===== src/rtl/eds_cfg.svh =====
// constants for the encoder direction and zero-set control logic
// assumes a 250 MHz core clock and the 25-bit position range
`ifndef EDS_CFG_SVH
`define EDS_CFG_SVH

`define EDS_CLK_PERIOD_NS 4
`define EDS_RESP_TIME_MS 10
// 10 ms at 4 ns: 2_500_000 cycles, exact so no rounding
`define EDS_RESP_CYCLES ((`EDS_RESP_TIME_MS * 1000000) / `EDS_CLK_PERIOD_NS)
`define EDS_POS_W 25
`define EDS_STATUS_COUNT 4
`define EDS_LIMIT_COUNT 2
`define EDS_SETPOINT_RESET 25'h000_0000
`define EDS_DIR_CCW_RESET 1'h0
`define EDS_PIN_DIR_RESET 1'h0
`define EDS_FUNC_W 3
`define EDS_FUNC_OFF 3'h0
`define EDS_FUNC_BATTERY 3'h1
`define EDS_FUNC_LIMIT_ONE 3'h2
`define EDS_FUNC_LIMIT_TWO 3'h3
`define EDS_FUNC_OVERSPEED 3'h4
`define EDS_FUNC_TEMP 3'h5

`endif


===== src/rtl/eds_pkg.sv =====
// types shared by both ends of the encoder control link
// assumes eds_cfg.svh is on the include path
`include "eds_cfg.svh"

package eds_pkg;

    typedef enum logic [`EDS_FUNC_W-1:0] {
        EDS_FUNC_OFF       = `EDS_FUNC_OFF,
        EDS_FUNC_BATTERY   = `EDS_FUNC_BATTERY,
        EDS_FUNC_LIMIT_ONE = `EDS_FUNC_LIMIT_ONE,
        EDS_FUNC_LIMIT_TWO = `EDS_FUNC_LIMIT_TWO,
        EDS_FUNC_OVERSPEED = `EDS_FUNC_OVERSPEED,
        EDS_FUNC_TEMP      = `EDS_FUNC_TEMP
    } eds_func_t;

    // gray along idle -> qualify -> applied
    typedef enum logic [1:0] {
        EDS_ZS_IDLE    = 2'h0,
        EDS_ZS_QUALIFY = 2'h1,
        EDS_ZS_APPLIED = 2'h3
    } eds_zs_state_t;

    // gray along idle -> pulse -> release
    typedef enum logic [1:0] {
        EDS_HS_IDLE    = 2'h0,
        EDS_HS_PULSE   = 2'h1,
        EDS_HS_RELEASE = 2'h3
    } eds_hs_state_t;

endpackage : eds_pkg


===== src/rtl/eds_link_if.sv =====
// pin-level link between the encoder control logic and its controller
// assumes both ends share nothing but these wires
`timescale 1ns/100ps
`default_nettype none

interface eds_link_if;
    logic direction_select_pin;
    logic zero_set_pin;
    logic serial_clock_pin;
    logic serial_data_valid;
    logic status_output_one;
    logic status_output_two;
    logic status_output_three;
    logic status_output_four;

    modport device (
        input  direction_select_pin,
        input  zero_set_pin,
        input  serial_clock_pin,
        output serial_data_valid,
        output status_output_one,
        output status_output_two,
        output status_output_three,
        output status_output_four
    );

    modport host (
        output direction_select_pin,
        output zero_set_pin,
        output serial_clock_pin,
        input  serial_data_valid,
        input  status_output_one,
        input  status_output_two,
        input  status_output_three,
        input  status_output_four
    );
endinterface : eds_link_if

`default_nettype wire


===== src/rtl/eds_device.sv =====
// encoder end: direction resolve, zero-set alignment, status outputs
// assumes raw position from the sensor path on clk, cw counting up;
// reset stands for power-up
`timescale 1ns/100ps
`default_nettype none
`include "eds_cfg.svh"

// Function
// RULE_01: rising codes for either rotation sense
// RULE_02: programmed ccw wins, else pin decides
// RULE_03: direction pin sampled only at power-up
// RULE_04: unconfigured direction pin means clockwise
// RULE_05: direction pin settles within 10 ms
// RULE_06: direction change may shift reported position
// RULE_07: host straps direction, powers, then sets; the host here can raise zero-set on its strap-capture edge
// RULE_08: zero-set held 10 ms loads setpoint
// RULE_09: setpoint defaults zero, any in range
// RULE_10: no valid position during zero-set
// RULE_11: host sends no serial clock during set
// RULE_12: zero-set reacts within 10 ms
// RULE_13: four status outputs, first defaults battery
// RULE_14: two programmable limit-switch thresholds
// RULE_15: one load per pulse, valid after release
module eds_device
    import eds_pkg::*;
#(
    parameter int POS_W       = `EDS_POS_W,
    parameter int RESP_CYCLES = `EDS_RESP_CYCLES
)
(
    input  wire logic                   clk,
    input  wire logic                   reset,
    eds_link_if.device                  link,
    input  wire logic                   cfg_we,
    input  wire logic                   cfg_dir_ccw,
    input  wire logic [POS_W-1:0]       cfg_setpoint,
    input  wire eds_func_t [3:0]        cfg_func,
    input  wire logic [1:0][POS_W-1:0]  cfg_limit,
    input  wire logic [POS_W-1:0]       raw_position,
    input  wire logic                   battery_low,
    input  wire logic                   overspeed,
    input  wire logic                   temp_alarm,
    output logic [POS_W-1:0]            position,
    output logic                        position_valid,
    output logic                        serial_clock,
    output logic                        dir_ccw,
    output logic                        dir_locked,
    output logic                        set_applied
);
    localparam int CNT_W = $clog2(RESP_CYCLES + 1);

    // programmed settings
    logic                  prog_ccw_reg;
    logic [POS_W-1:0]      setpoint_reg;
    eds_func_t [3:0]       func_reg;
    logic [1:0][POS_W-1:0] limit_reg;

    // pin synchronisers: first stage read only by second
    logic [2:0]            pin_s1_reg;
    logic [2:0]            pin_s2_reg;
    logic                  dir_pin;
    logic                  set_pin;
    logic                  clk_pin;

    logic [CNT_W-1:0]      dir_cnt_reg;
    logic                  dir_lock_reg;
    logic                  dir_level_reg;
    logic                  dir_ccw_w;

    eds_zs_state_t         zs_reg;
    eds_zs_state_t         zs_next;
    logic [CNT_W-1:0]      zs_cnt_reg;
    logic [CNT_W-1:0]      zs_cnt_next;
    logic                  zs_load;

    logic [POS_W-1:0]      offset_reg;
    logic [POS_W-1:0]      oriented;
    logic [POS_W-1:0]      position_reg;
    logic                  valid_reg;
    logic                  applied_reg;
    logic [3:0]            status_reg;
    logic [1:0]            limit_hit;

    function automatic logic [POS_W-1:0] orient(
        input logic [POS_W-1:0] raw,
        input logic             ccw
    );
        // mirrored count wraps within the measuring range
        orient = ccw ? (POS_W'(0) - raw) : raw;
    endfunction : orient

    function automatic logic pick(
        input eds_func_t  f,
        input logic [1:0] lim,
        input logic       bat,
        input logic       ovs,
        input logic       tmp
    );
        case (f)
            EDS_FUNC_BATTERY:   pick = bat;
            EDS_FUNC_LIMIT_ONE: pick = lim[0];
            EDS_FUNC_LIMIT_TWO: pick = lim[1];
            EDS_FUNC_OVERSPEED: pick = ovs;
            EDS_FUNC_TEMP:      pick = tmp;
            default:            pick = 1'b0;
        endcase
    endfunction : pick

    // RULE_09 setpoint resets to zero, full range accepted
    // RULE_13 first output battery, rest off
    always_ff @(posedge clk or posedge reset)
    begin
        if (reset)
        begin
            prog_ccw_reg <= `EDS_DIR_CCW_RESET;
            setpoint_reg <= POS_W'(`EDS_SETPOINT_RESET);
            func_reg     <= '{EDS_FUNC_OFF, EDS_FUNC_OFF, EDS_FUNC_OFF, EDS_FUNC_BATTERY};
            limit_reg    <= '0;
        end
        else if (cfg_we)
        begin
            prog_ccw_reg <= cfg_dir_ccw;
            setpoint_reg <= cfg_setpoint;
            func_reg     <= cfg_func;
            limit_reg    <= cfg_limit;
        end
    end

    always_ff @(posedge clk or posedge reset)
    begin
        if (reset)
        begin
            pin_s1_reg <= '0;
            pin_s2_reg <= '0;
        end
        else
        begin
            pin_s1_reg <= {link.serial_clock_pin, link.zero_set_pin,
                           link.direction_select_pin};
            pin_s2_reg <= pin_s1_reg;
        end
    end

    assign dir_pin = pin_s2_reg[0];
    assign set_pin = pin_s2_reg[1];
    assign clk_pin = pin_s2_reg[2];

    // RULE_03 sample once after power-up, then frozen
    // RULE_05 level taken at the end of the 10 ms window
    always_ff @(posedge clk or posedge reset)
    begin
        if (reset)
        begin
            dir_cnt_reg   <= '0;
            dir_lock_reg  <= 1'b0;
            // RULE_04 default level is clockwise
            dir_level_reg <= `EDS_PIN_DIR_RESET;
        end
        else if (!dir_lock_reg)
        begin
            dir_cnt_reg <= dir_cnt_reg + CNT_W'(1);
            if (dir_cnt_reg == CNT_W'(RESP_CYCLES - 1))
            begin
                dir_lock_reg  <= 1'b1;
                dir_level_reg <= dir_pin;
            end
        end
    end

    // RULE_02 programmed ccw overrides the pin
    assign dir_ccw_w = prog_ccw_reg | dir_level_reg;

    // RULE_01 counting sense follows resolved direction
    assign oriented = orient(raw_position, dir_ccw_w);

    // RULE_08 held for the full window before loading
    // RULE_12 load lands 10 ms after the pin rose
    assign zs_load = (zs_reg == EDS_ZS_QUALIFY) && set_pin
                     && (zs_cnt_reg == CNT_W'(RESP_CYCLES - 1));

    always_comb
    begin
        zs_next     = zs_reg;
        zs_cnt_next = '0;
        case (zs_reg)
            EDS_ZS_IDLE:
            begin
                if (set_pin)
                    zs_next = EDS_ZS_QUALIFY;
            end
            EDS_ZS_QUALIFY:
            begin
                // a short pulse is dropped without effect
                if (!set_pin)
                    zs_next = EDS_ZS_IDLE;
                else if (zs_load)
                    zs_next = EDS_ZS_APPLIED;
                else
                    zs_cnt_next = zs_cnt_reg + CNT_W'(1);
            end
            // RULE_15 re-armed only after the pin drops
            EDS_ZS_APPLIED:
            begin
                if (!set_pin)
                    zs_next = EDS_ZS_IDLE;
            end
            default: zs_next = EDS_ZS_IDLE;
        endcase
    end

    always_ff @(posedge clk or posedge reset)
    begin
        if (reset)
        begin
            zs_reg     <= EDS_ZS_IDLE;
            zs_cnt_reg <= '0;
        end
        else
        begin
            zs_reg     <= zs_next;
            zs_cnt_reg <= zs_cnt_next;
        end
    end

    // RULE_06 offset is volatile, so a direction change shifts output
    // RULE_15 single load per qualified pulse
    always_ff @(posedge clk or posedge reset)
    begin
        if (reset)
            offset_reg <= '0;
        else if (zs_load)
            offset_reg <= setpoint_reg - oriented;
    end

    // RULE_14 two limit thresholds
    assign limit_hit[0] = (position_reg >= limit_reg[0]);
    assign limit_hit[1] = (position_reg >= limit_reg[1]);

    always_ff @(posedge clk or posedge reset)
    begin
        if (reset)
        begin
            position_reg <= '0;
            valid_reg    <= 1'b0;
            applied_reg  <= 1'b0;
            status_reg   <= '0;
        end
        else
        begin
            position_reg <= oriented + offset_reg;
            // RULE_10 invalid while the set pin is high
            valid_reg    <= dir_lock_reg && !set_pin;
            applied_reg  <= zs_load;
            // RULE_13 each output picks its programmed source
            for (int i = 0; i < 4; i++)
            begin
                status_reg[i] <= pick(func_reg[i], limit_hit, battery_low,
                                      overspeed, temp_alarm);
            end
        end
    end

    assign position                 = position_reg;
    assign position_valid           = valid_reg;
    // RULE_11 clocks during a set are not passed on
    assign serial_clock             = clk_pin && valid_reg;
    assign dir_ccw                  = dir_ccw_w;
    assign dir_locked               = dir_lock_reg;
    assign set_applied              = applied_reg;
    assign link.serial_data_valid   = valid_reg;
    assign link.status_output_one   = status_reg[0];
    assign link.status_output_two   = status_reg[1];
    assign link.status_output_three = status_reg[2];
    assign link.status_output_four  = status_reg[3];

endmodule : eds_device

`default_nettype wire


===== src/flat_wrapper.sv =====
// flat-port wrapper written by rule: the top's interface ports become plain ports
module eds_device_flat import eds_pkg::*;
#(
    parameter int POS_W       = `EDS_POS_W,
    parameter int RESP_CYCLES = `EDS_RESP_CYCLES
)
  (clk, reset, cfg_we, cfg_dir_ccw, cfg_setpoint, cfg_func, cfg_limit, raw_position, battery_low, overspeed, temp_alarm, position, position_valid, serial_clock, dir_ccw, dir_locked, set_applied, link_direction_select_pin, link_zero_set_pin, link_serial_clock_pin, link_serial_data_valid, link_status_output_one, link_status_output_two, link_status_output_three, link_status_output_four);
  eds_link_if link_i ();
  input  wire logic clk;
  input  wire logic reset;
  input  wire logic cfg_we;
  input  wire logic cfg_dir_ccw;
  input  wire logic [POS_W-1:0] cfg_setpoint;
  input  wire eds_func_t [3:0] cfg_func;
  input  wire logic [1:0][POS_W-1:0] cfg_limit;
  input  wire logic [POS_W-1:0] raw_position;
  input  wire logic battery_low;
  input  wire logic overspeed;
  input  wire logic temp_alarm;
  output logic [POS_W-1:0] position;
  output logic position_valid;
  output logic serial_clock;
  output logic dir_ccw;
  output logic dir_locked;
  output logic set_applied;
  input wire logic [$bits(link_i.direction_select_pin)-1:0] link_direction_select_pin;
  input wire logic [$bits(link_i.zero_set_pin)-1:0] link_zero_set_pin;
  input wire logic [$bits(link_i.serial_clock_pin)-1:0] link_serial_clock_pin;
  output wire logic [$bits(link_i.serial_data_valid)-1:0] link_serial_data_valid;
  output wire logic [$bits(link_i.status_output_one)-1:0] link_status_output_one;
  output wire logic [$bits(link_i.status_output_two)-1:0] link_status_output_two;
  output wire logic [$bits(link_i.status_output_three)-1:0] link_status_output_three;
  output wire logic [$bits(link_i.status_output_four)-1:0] link_status_output_four;
  assign link_i.direction_select_pin = link_direction_select_pin;
  assign link_i.zero_set_pin = link_zero_set_pin;
  assign link_i.serial_clock_pin = link_serial_clock_pin;
  assign link_serial_data_valid = link_i.serial_data_valid;
  assign link_status_output_one = link_i.status_output_one;
  assign link_status_output_two = link_i.status_output_two;
  assign link_status_output_three = link_i.status_output_three;
  assign link_status_output_four = link_i.status_output_four;
  eds_device #(.POS_W(POS_W), .RESP_CYCLES(RESP_CYCLES)) u_core (.clk(clk), .reset(reset), .link(link_i), .cfg_we(cfg_we), .cfg_dir_ccw(cfg_dir_ccw), .cfg_setpoint(cfg_setpoint), .cfg_func(cfg_func), .cfg_limit(cfg_limit), .raw_position(raw_position), .battery_low(battery_low), .overspeed(overspeed), .temp_alarm(temp_alarm), .position(position), .position_valid(position_valid), .serial_clock(serial_clock), .dir_ccw(dir_ccw), .dir_locked(dir_locked), .set_applied(set_applied));
endmodule

===== config.mk =====
export PLATFORM = sky130hd
export DESIGN_NAME = eds_device_flat
export DESIGN_NICKNAME = d
export VERILOG_FILES = /design/src/rtl/eds_pkg.sv /design/src/rtl/eds_link_if.sv /design/src/rtl/eds_device.sv /design/src/flat_wrapper.sv
export VERILOG_INCLUDE_DIRS = /design/src /design/src/rtl
export SDC_FILE = /design/constraint.sdc
export NUM_CORES = 1
export LEC_CHECK = 0
export BUFFER_PORTS_ARGS = -buffer_cell sky130_fd_sc_hd__clkbuf_2
export CAP_MARGIN = 20
export CORE_MARGIN = 2
export CORE_UTILIZATION = 53
export DETAILED_ROUTE_END_ITERATION = 8
export PLACE_DENSITY = 0.87
export RECOVER_POWER = 100
export SLEW_MARGIN = 30
export SYNTH_ARGS = -nofsm -noshare
export SYNTH_HDL_FRONTEND = slang
export SYNTH_SLANG_ARGS = --single-unit
export TNS_END_PERCENT = 20

===== constraint.sdc =====
create_clock -name clk -period 7.33 [get_ports clk]
set_input_delay 2.199 -clock clk [delete_from_list [all_inputs] [get_ports clk]]
set_output_delay 2.199 -clock clk [all_outputs]
set_load 0.05 [all_outputs]

# Yosys cells after proc, flatten, opt, wreduce, memory -nomap -nowiden
# Cells that the tools add are included.
[word_totals]
mem_bits_ro = 0
wordCells = 79
n_memories = 0
ff_bits = 198
latchBits = 0
ramBits = 0
[op_classes]
shifts = 0
addsub = 5
n_lt_le_gt_ge = 2
reduce_logical = 8
n_div = 0
n_eq_ne = 27
bitwise_logic = 2
multipliers = 0
muxes = 15
[op_table]
columns = ["cell", "n"]
rows = [
  ["two-way mux 22 bit", 3],
  ["greater-or-equal comparator 25 bit", 2],
  ["adder 22 x 1 -> 22 bit (second input constant)", 2],
  ["== test 22 bit (second input constant)", 2],
  ["adder 25 bit", 1],
  ["two-way mux 25 bit", 1],
  ["subtractor 1 x 25 -> 25 bit (first input constant)", 1],
  ["subtractor 25 bit", 1],
  ["== test 3 x 2 -> 1 bit (second input constant)", 8],
  ["== test 3 bit (second input constant)", 8],
  ["case mux 1 bit (5 select lines)", 4],
  ["== test 3 x 1 -> 1 bit (second input constant)", 4],
  ["two-way mux 2 bit", 4],
  ["case mux 2 bit (3 select lines)", 1],
  ["logical AND 1 bit", 4],
  ["!= test 3 bit (second input constant)", 1],
  ["AND reduction 3 bit", 1],
  ["== test 2 x 1 -> 1 bit (second input constant)", 1],
  ["== test 2 bit (second input constant)", 1],
  ["logical NOT 2 bit", 1],
  ["two-way mux 1 bit", 2],
  ["!= test 2 x 1 -> 1 bit (second input constant)", 1],
  ["!= test 2 bit (second input constant)", 1],
  ["AND reduction 2 bit", 1],
  ["3 further kinds", 3],
]

# Longest topological paths before layout
[depth]
word_depth = 6
mapped_depth = 17

# Worst setup path after synthesis
# No wires, ideal clock.
[synth_path]
path_kind = "input to register"
startpoint = "input port raw_position[10]"
endpoint = "register u_core.offset_reg[24]"
stages = 15
arrival_ns = 5.150
n_path_buf = 0
setup_time_ns = 0.125
slack_ns = 2.055
path_cell_list = "or3_1 -> nor4_2 -> nand2_1 -> nor3_1 -> inv_1 -> o21ai_0 -> xnor2_1 -> inv_1 -> ha_1 -> nand4_1 -> or3_1 -> o221a_2 -> o31a_1 -> xnor2_1 -> o21ai_1"
[synth_between]
elab_chain_cells = 3
[synth_lines]
columns = ["item", "line_no", "text"]
rows = [
  ["start, declared", "flat_wrapper.sv:16", "input wire logic [POS_W-1:0] raw_position;"],
  ["subtractor 1 x 25 -> 25 bit", "eds_device.sv:89", "orient = ccw ? (POS_W'(0) - raw) : raw;"],
  ["two-way mux 25 bit *", "eds_device.sv:89", ""],
  ["subtractor 25 bit *", "eds_device.sv:232", "offset_reg <= setpoint_reg - oriented;"],
  ["end signal, assigned", "eds_device.sv:232", ""],
  ["end, declared", "eds_device.sv:76", "logic [POS_W-1:0] offset_reg;"],
]
# Every way passes the cells marked *; elsewhere a longest branch is shown, timed or not.
# A chain may end at the register's enable or synchronous reset.

# Final worst setup path
[layout_path]
startpoint = "input port raw_position[2]"
endpoint = "register u_core.offset_reg[23]"
# The elaborated chain is that of the path after synthesis.

==> reports/results.txt <==
Placed Area - 12700 sq um
Largest stage delay, worst path - 0.54 ns
Synth Flop Type - dfrtp_1
Highest clock rate - 162 MHz
Syn Inst Count - 1207
Ys Warns - 0
Max Cap Viol - 2
VDD IR max - 0.125 mV
CP Buf/Inv Count - 2
Average cell area after synthesis - 9.58 sq um
Status - finished, violations left
Final WL - 27200 microns
Initial core utilization - 0.535
Critical path endpoint category - flop
Initial antenna violation count - 2
Drt pass-1 iters - 5
Drt initial violations - 630
FF+latch count, synth - 198
Mapped cell area - 11600 sq um
Fin crit period - 6.17 ns
Max H-tree Level - 4
Top-area cell type share of the netlist area - 0.426
Yosys cell types - 62
P_leak - 6.32 nW
Critical Path RT - 7.65 ns
# port buffers - 156
Synth cell count leaders - 197 x dfrtp_1, 123 x nand2_1, 107 x inv_1, 104 x o21ai_0, 102 x ha_1
Post_cts resized - 0
Finished layout cell area - 13100 sq um
Layout cells sized above 1 - 0.146
Clock Sinks - 198
Count of final hold-check violations - 0
Number of flops mapped to enable cells by yosys - 0
Hold Crit Class - reg -> reg
Final #Nets - 1580
CTS Hold Bufs - 0
Register area share after synthesis - 0.428
Worst path arrival time - 6.49 ns
FP Rows - 54
Pwr/cell area - 259 nW/um^2
CTS clock-pin slew for the worst setup and hold paths - 0.07 ns
Post-synth top area cell - dfrtp_1
Skew final - 0.0144 ns
Die Area - 23000 sq um
CTS tree - built
Vias per cell - 5.62
Failing checks - max-capacitance violations, max-slew violations
DIE HEIGHT - 152 microns
Area contributors post-synth - dfrtp_1 43%, ha_1 11%, o21ai_0 4.5%, xnor2_1 4.2%, nand2_1 4.0%
Final ANT Viol Nets - 0
Worst Setup Start Kind - input pin
DRC - 0
Slew Viols, Final - 201
Root Buffer - clkbuf_16
Slew headroom - -1.15
Largest net degree at the start of global routing - 122
Final Core Density - 0.606
Critical Path, Cell by Cell - clkbuf_1, nor3_1, nand4_1, and2_0, xor2_1, inv_1, ha_1, a21o_1, a2111oi_0, o211ai_1, a311oi_1, o31ai_1, a211oi_1, xnor2_1, o21ai_1
Critical path peak fanout - 6
Core Region - 21600 sq um
Period utilization - 0.842
# IOs - 157
Wirelength per Cell - 16.5 microns
Reg2reg path depth - 14
Max Root-Sink Buffers - 2
Worst-margin pin slew - 3.23 ns
Vias in the first global route - 8938
Syn-to-layout area delta - 13.3%
Final setup viols - 0
# Post-CTS Setup Buffers - 0
Via Count - 9253
Global-route wire length before repair - 43400 microns
RSZ-0062 raised after global routing - no
Post-Place Cells - 1615
CP top delay family - compound AO/OA/AOI/OAI gates
GP Congestion - 0.928
Slowest cell on crit path - nor3_1
Hold Slack - 0.353 ns
Setup Crit Path Kind - in -> reg
Number of flip-flops in the largest register - 50
Final non-filler cell total - 1647
Clock latency reported for the late side of the worst-skew pair - 0.44 ns
Most frequent cell after synthesis - dfrtp_1
HPWL Detailed - 20500 microns
Critical path depth - 15
Setup TNS - 0 ns
GRT overflow - 0
Min-Delay Path Depth - 0
Cts bufs inserted - 17
Syn_nets - 1433
Die W - 152 microns
Post-synth ARST share - 1.00
All-Layer GR Usage - 0.239
[kinds of logic after synthesis]
logic type	synth area share
compound gates	0.153
simple gates	0.140
buf+inv	0.0461
mux	0.0404
fa+ha+maj	0.114
xor+xnor	0.0786
flops	0.428
[cells in the final DEF, fill, tap and decap left out, types with 10 or more instances in the layout]
cell / count
and3_1: 15
nand2_1: 123
xor2_1: 46
nor2_1: 76
inv_1: 106
nand3_1: 25
clkbuf_2: 120
ha_1: 102
clkbuf_16: 17
o21ai_0: 106
a21o_1: 38
dfrtp_1: 197
nor4_1: 12
a21oi_1: 61
mux2_2: 37
xnor2_1: 56
clkbuf_1: 40
nand4_1: 23
o31ai_1: 10
nor3_1: 18
[power breakdown]
group	internal [mW]	total (mW)	switching (mW)
Sequential	1.19	1.29	0.0943
Clock	0.510	0.941	0.432
Combinational	0.423	1.16	0.740
[worst paths after layout]
path                                                 start                           endpoint  slack, ns
max                                        raw_position[2]  u_core.offset_reg[23]$_DFFE_PP0P_       1.16
min                         u_core.pin_s1_reg[2]$_DFF_PP0_     u_core.pin_s2_reg[2]$_DFF_PP0_       0.35
max reg2reg                u_core.prog_ccw_reg$_DFFE_PP0P_  u_core.offset_reg[23]$_DFFE_PP0P_       2.96
min reg2reg                 u_core.pin_s1_reg[2]$_DFF_PP0_     u_core.pin_s2_reg[2]$_DFF_PP0_       0.35
max in group asynchronous                            reset  u_core.offset_reg[17]$_DFFE_PP0P_       2.45
min in group asynchronous                            reset   u_core.limit_reg[29]$_DFFE_PP0P_       3.08
[through the flow]
step           power, mW  worst slack (ns)
4_1_cts             3.43              1.80
5_1_grt             3.59             0.906
3_3_place_gp        2.43              1.53
3_5_place_dp        2.48              1.35
2_1_floorplan       2.16              2.05
6_report            3.39              1.16
[per-layer routing]
| layer | wire (microns) | vias to the layer above | part of all wire | track usage |
|---|---|---|---|---|
| met4 | 898 | 0 | 0.033 | 0.0917 |
| li1 | - | 4503 | - | - |
| met2 | 12700 | 249 | 0.47 | 0.386 |
| met3 | 1530 | 59 | 0.056 | 0.0530 |
| met1 | 12000 | 4442 | 0.44 | 0.316 |
| met5 | 0 | - | 0 | 0 |
[area by class of cell]
type                            count  area (sq um)
Clock inverter                     12           145
Antenna cell                        1          2.50
Clock buffer                       19           433
Tap cell                          280           350
Timing Repair Buffer              162           796
Inverter                          107           403
Fill cell                        1844          8520
Multi-Input combinational cell    868          6010
Sequential cell                   198          4960
(Power assumes the default switching activity.)
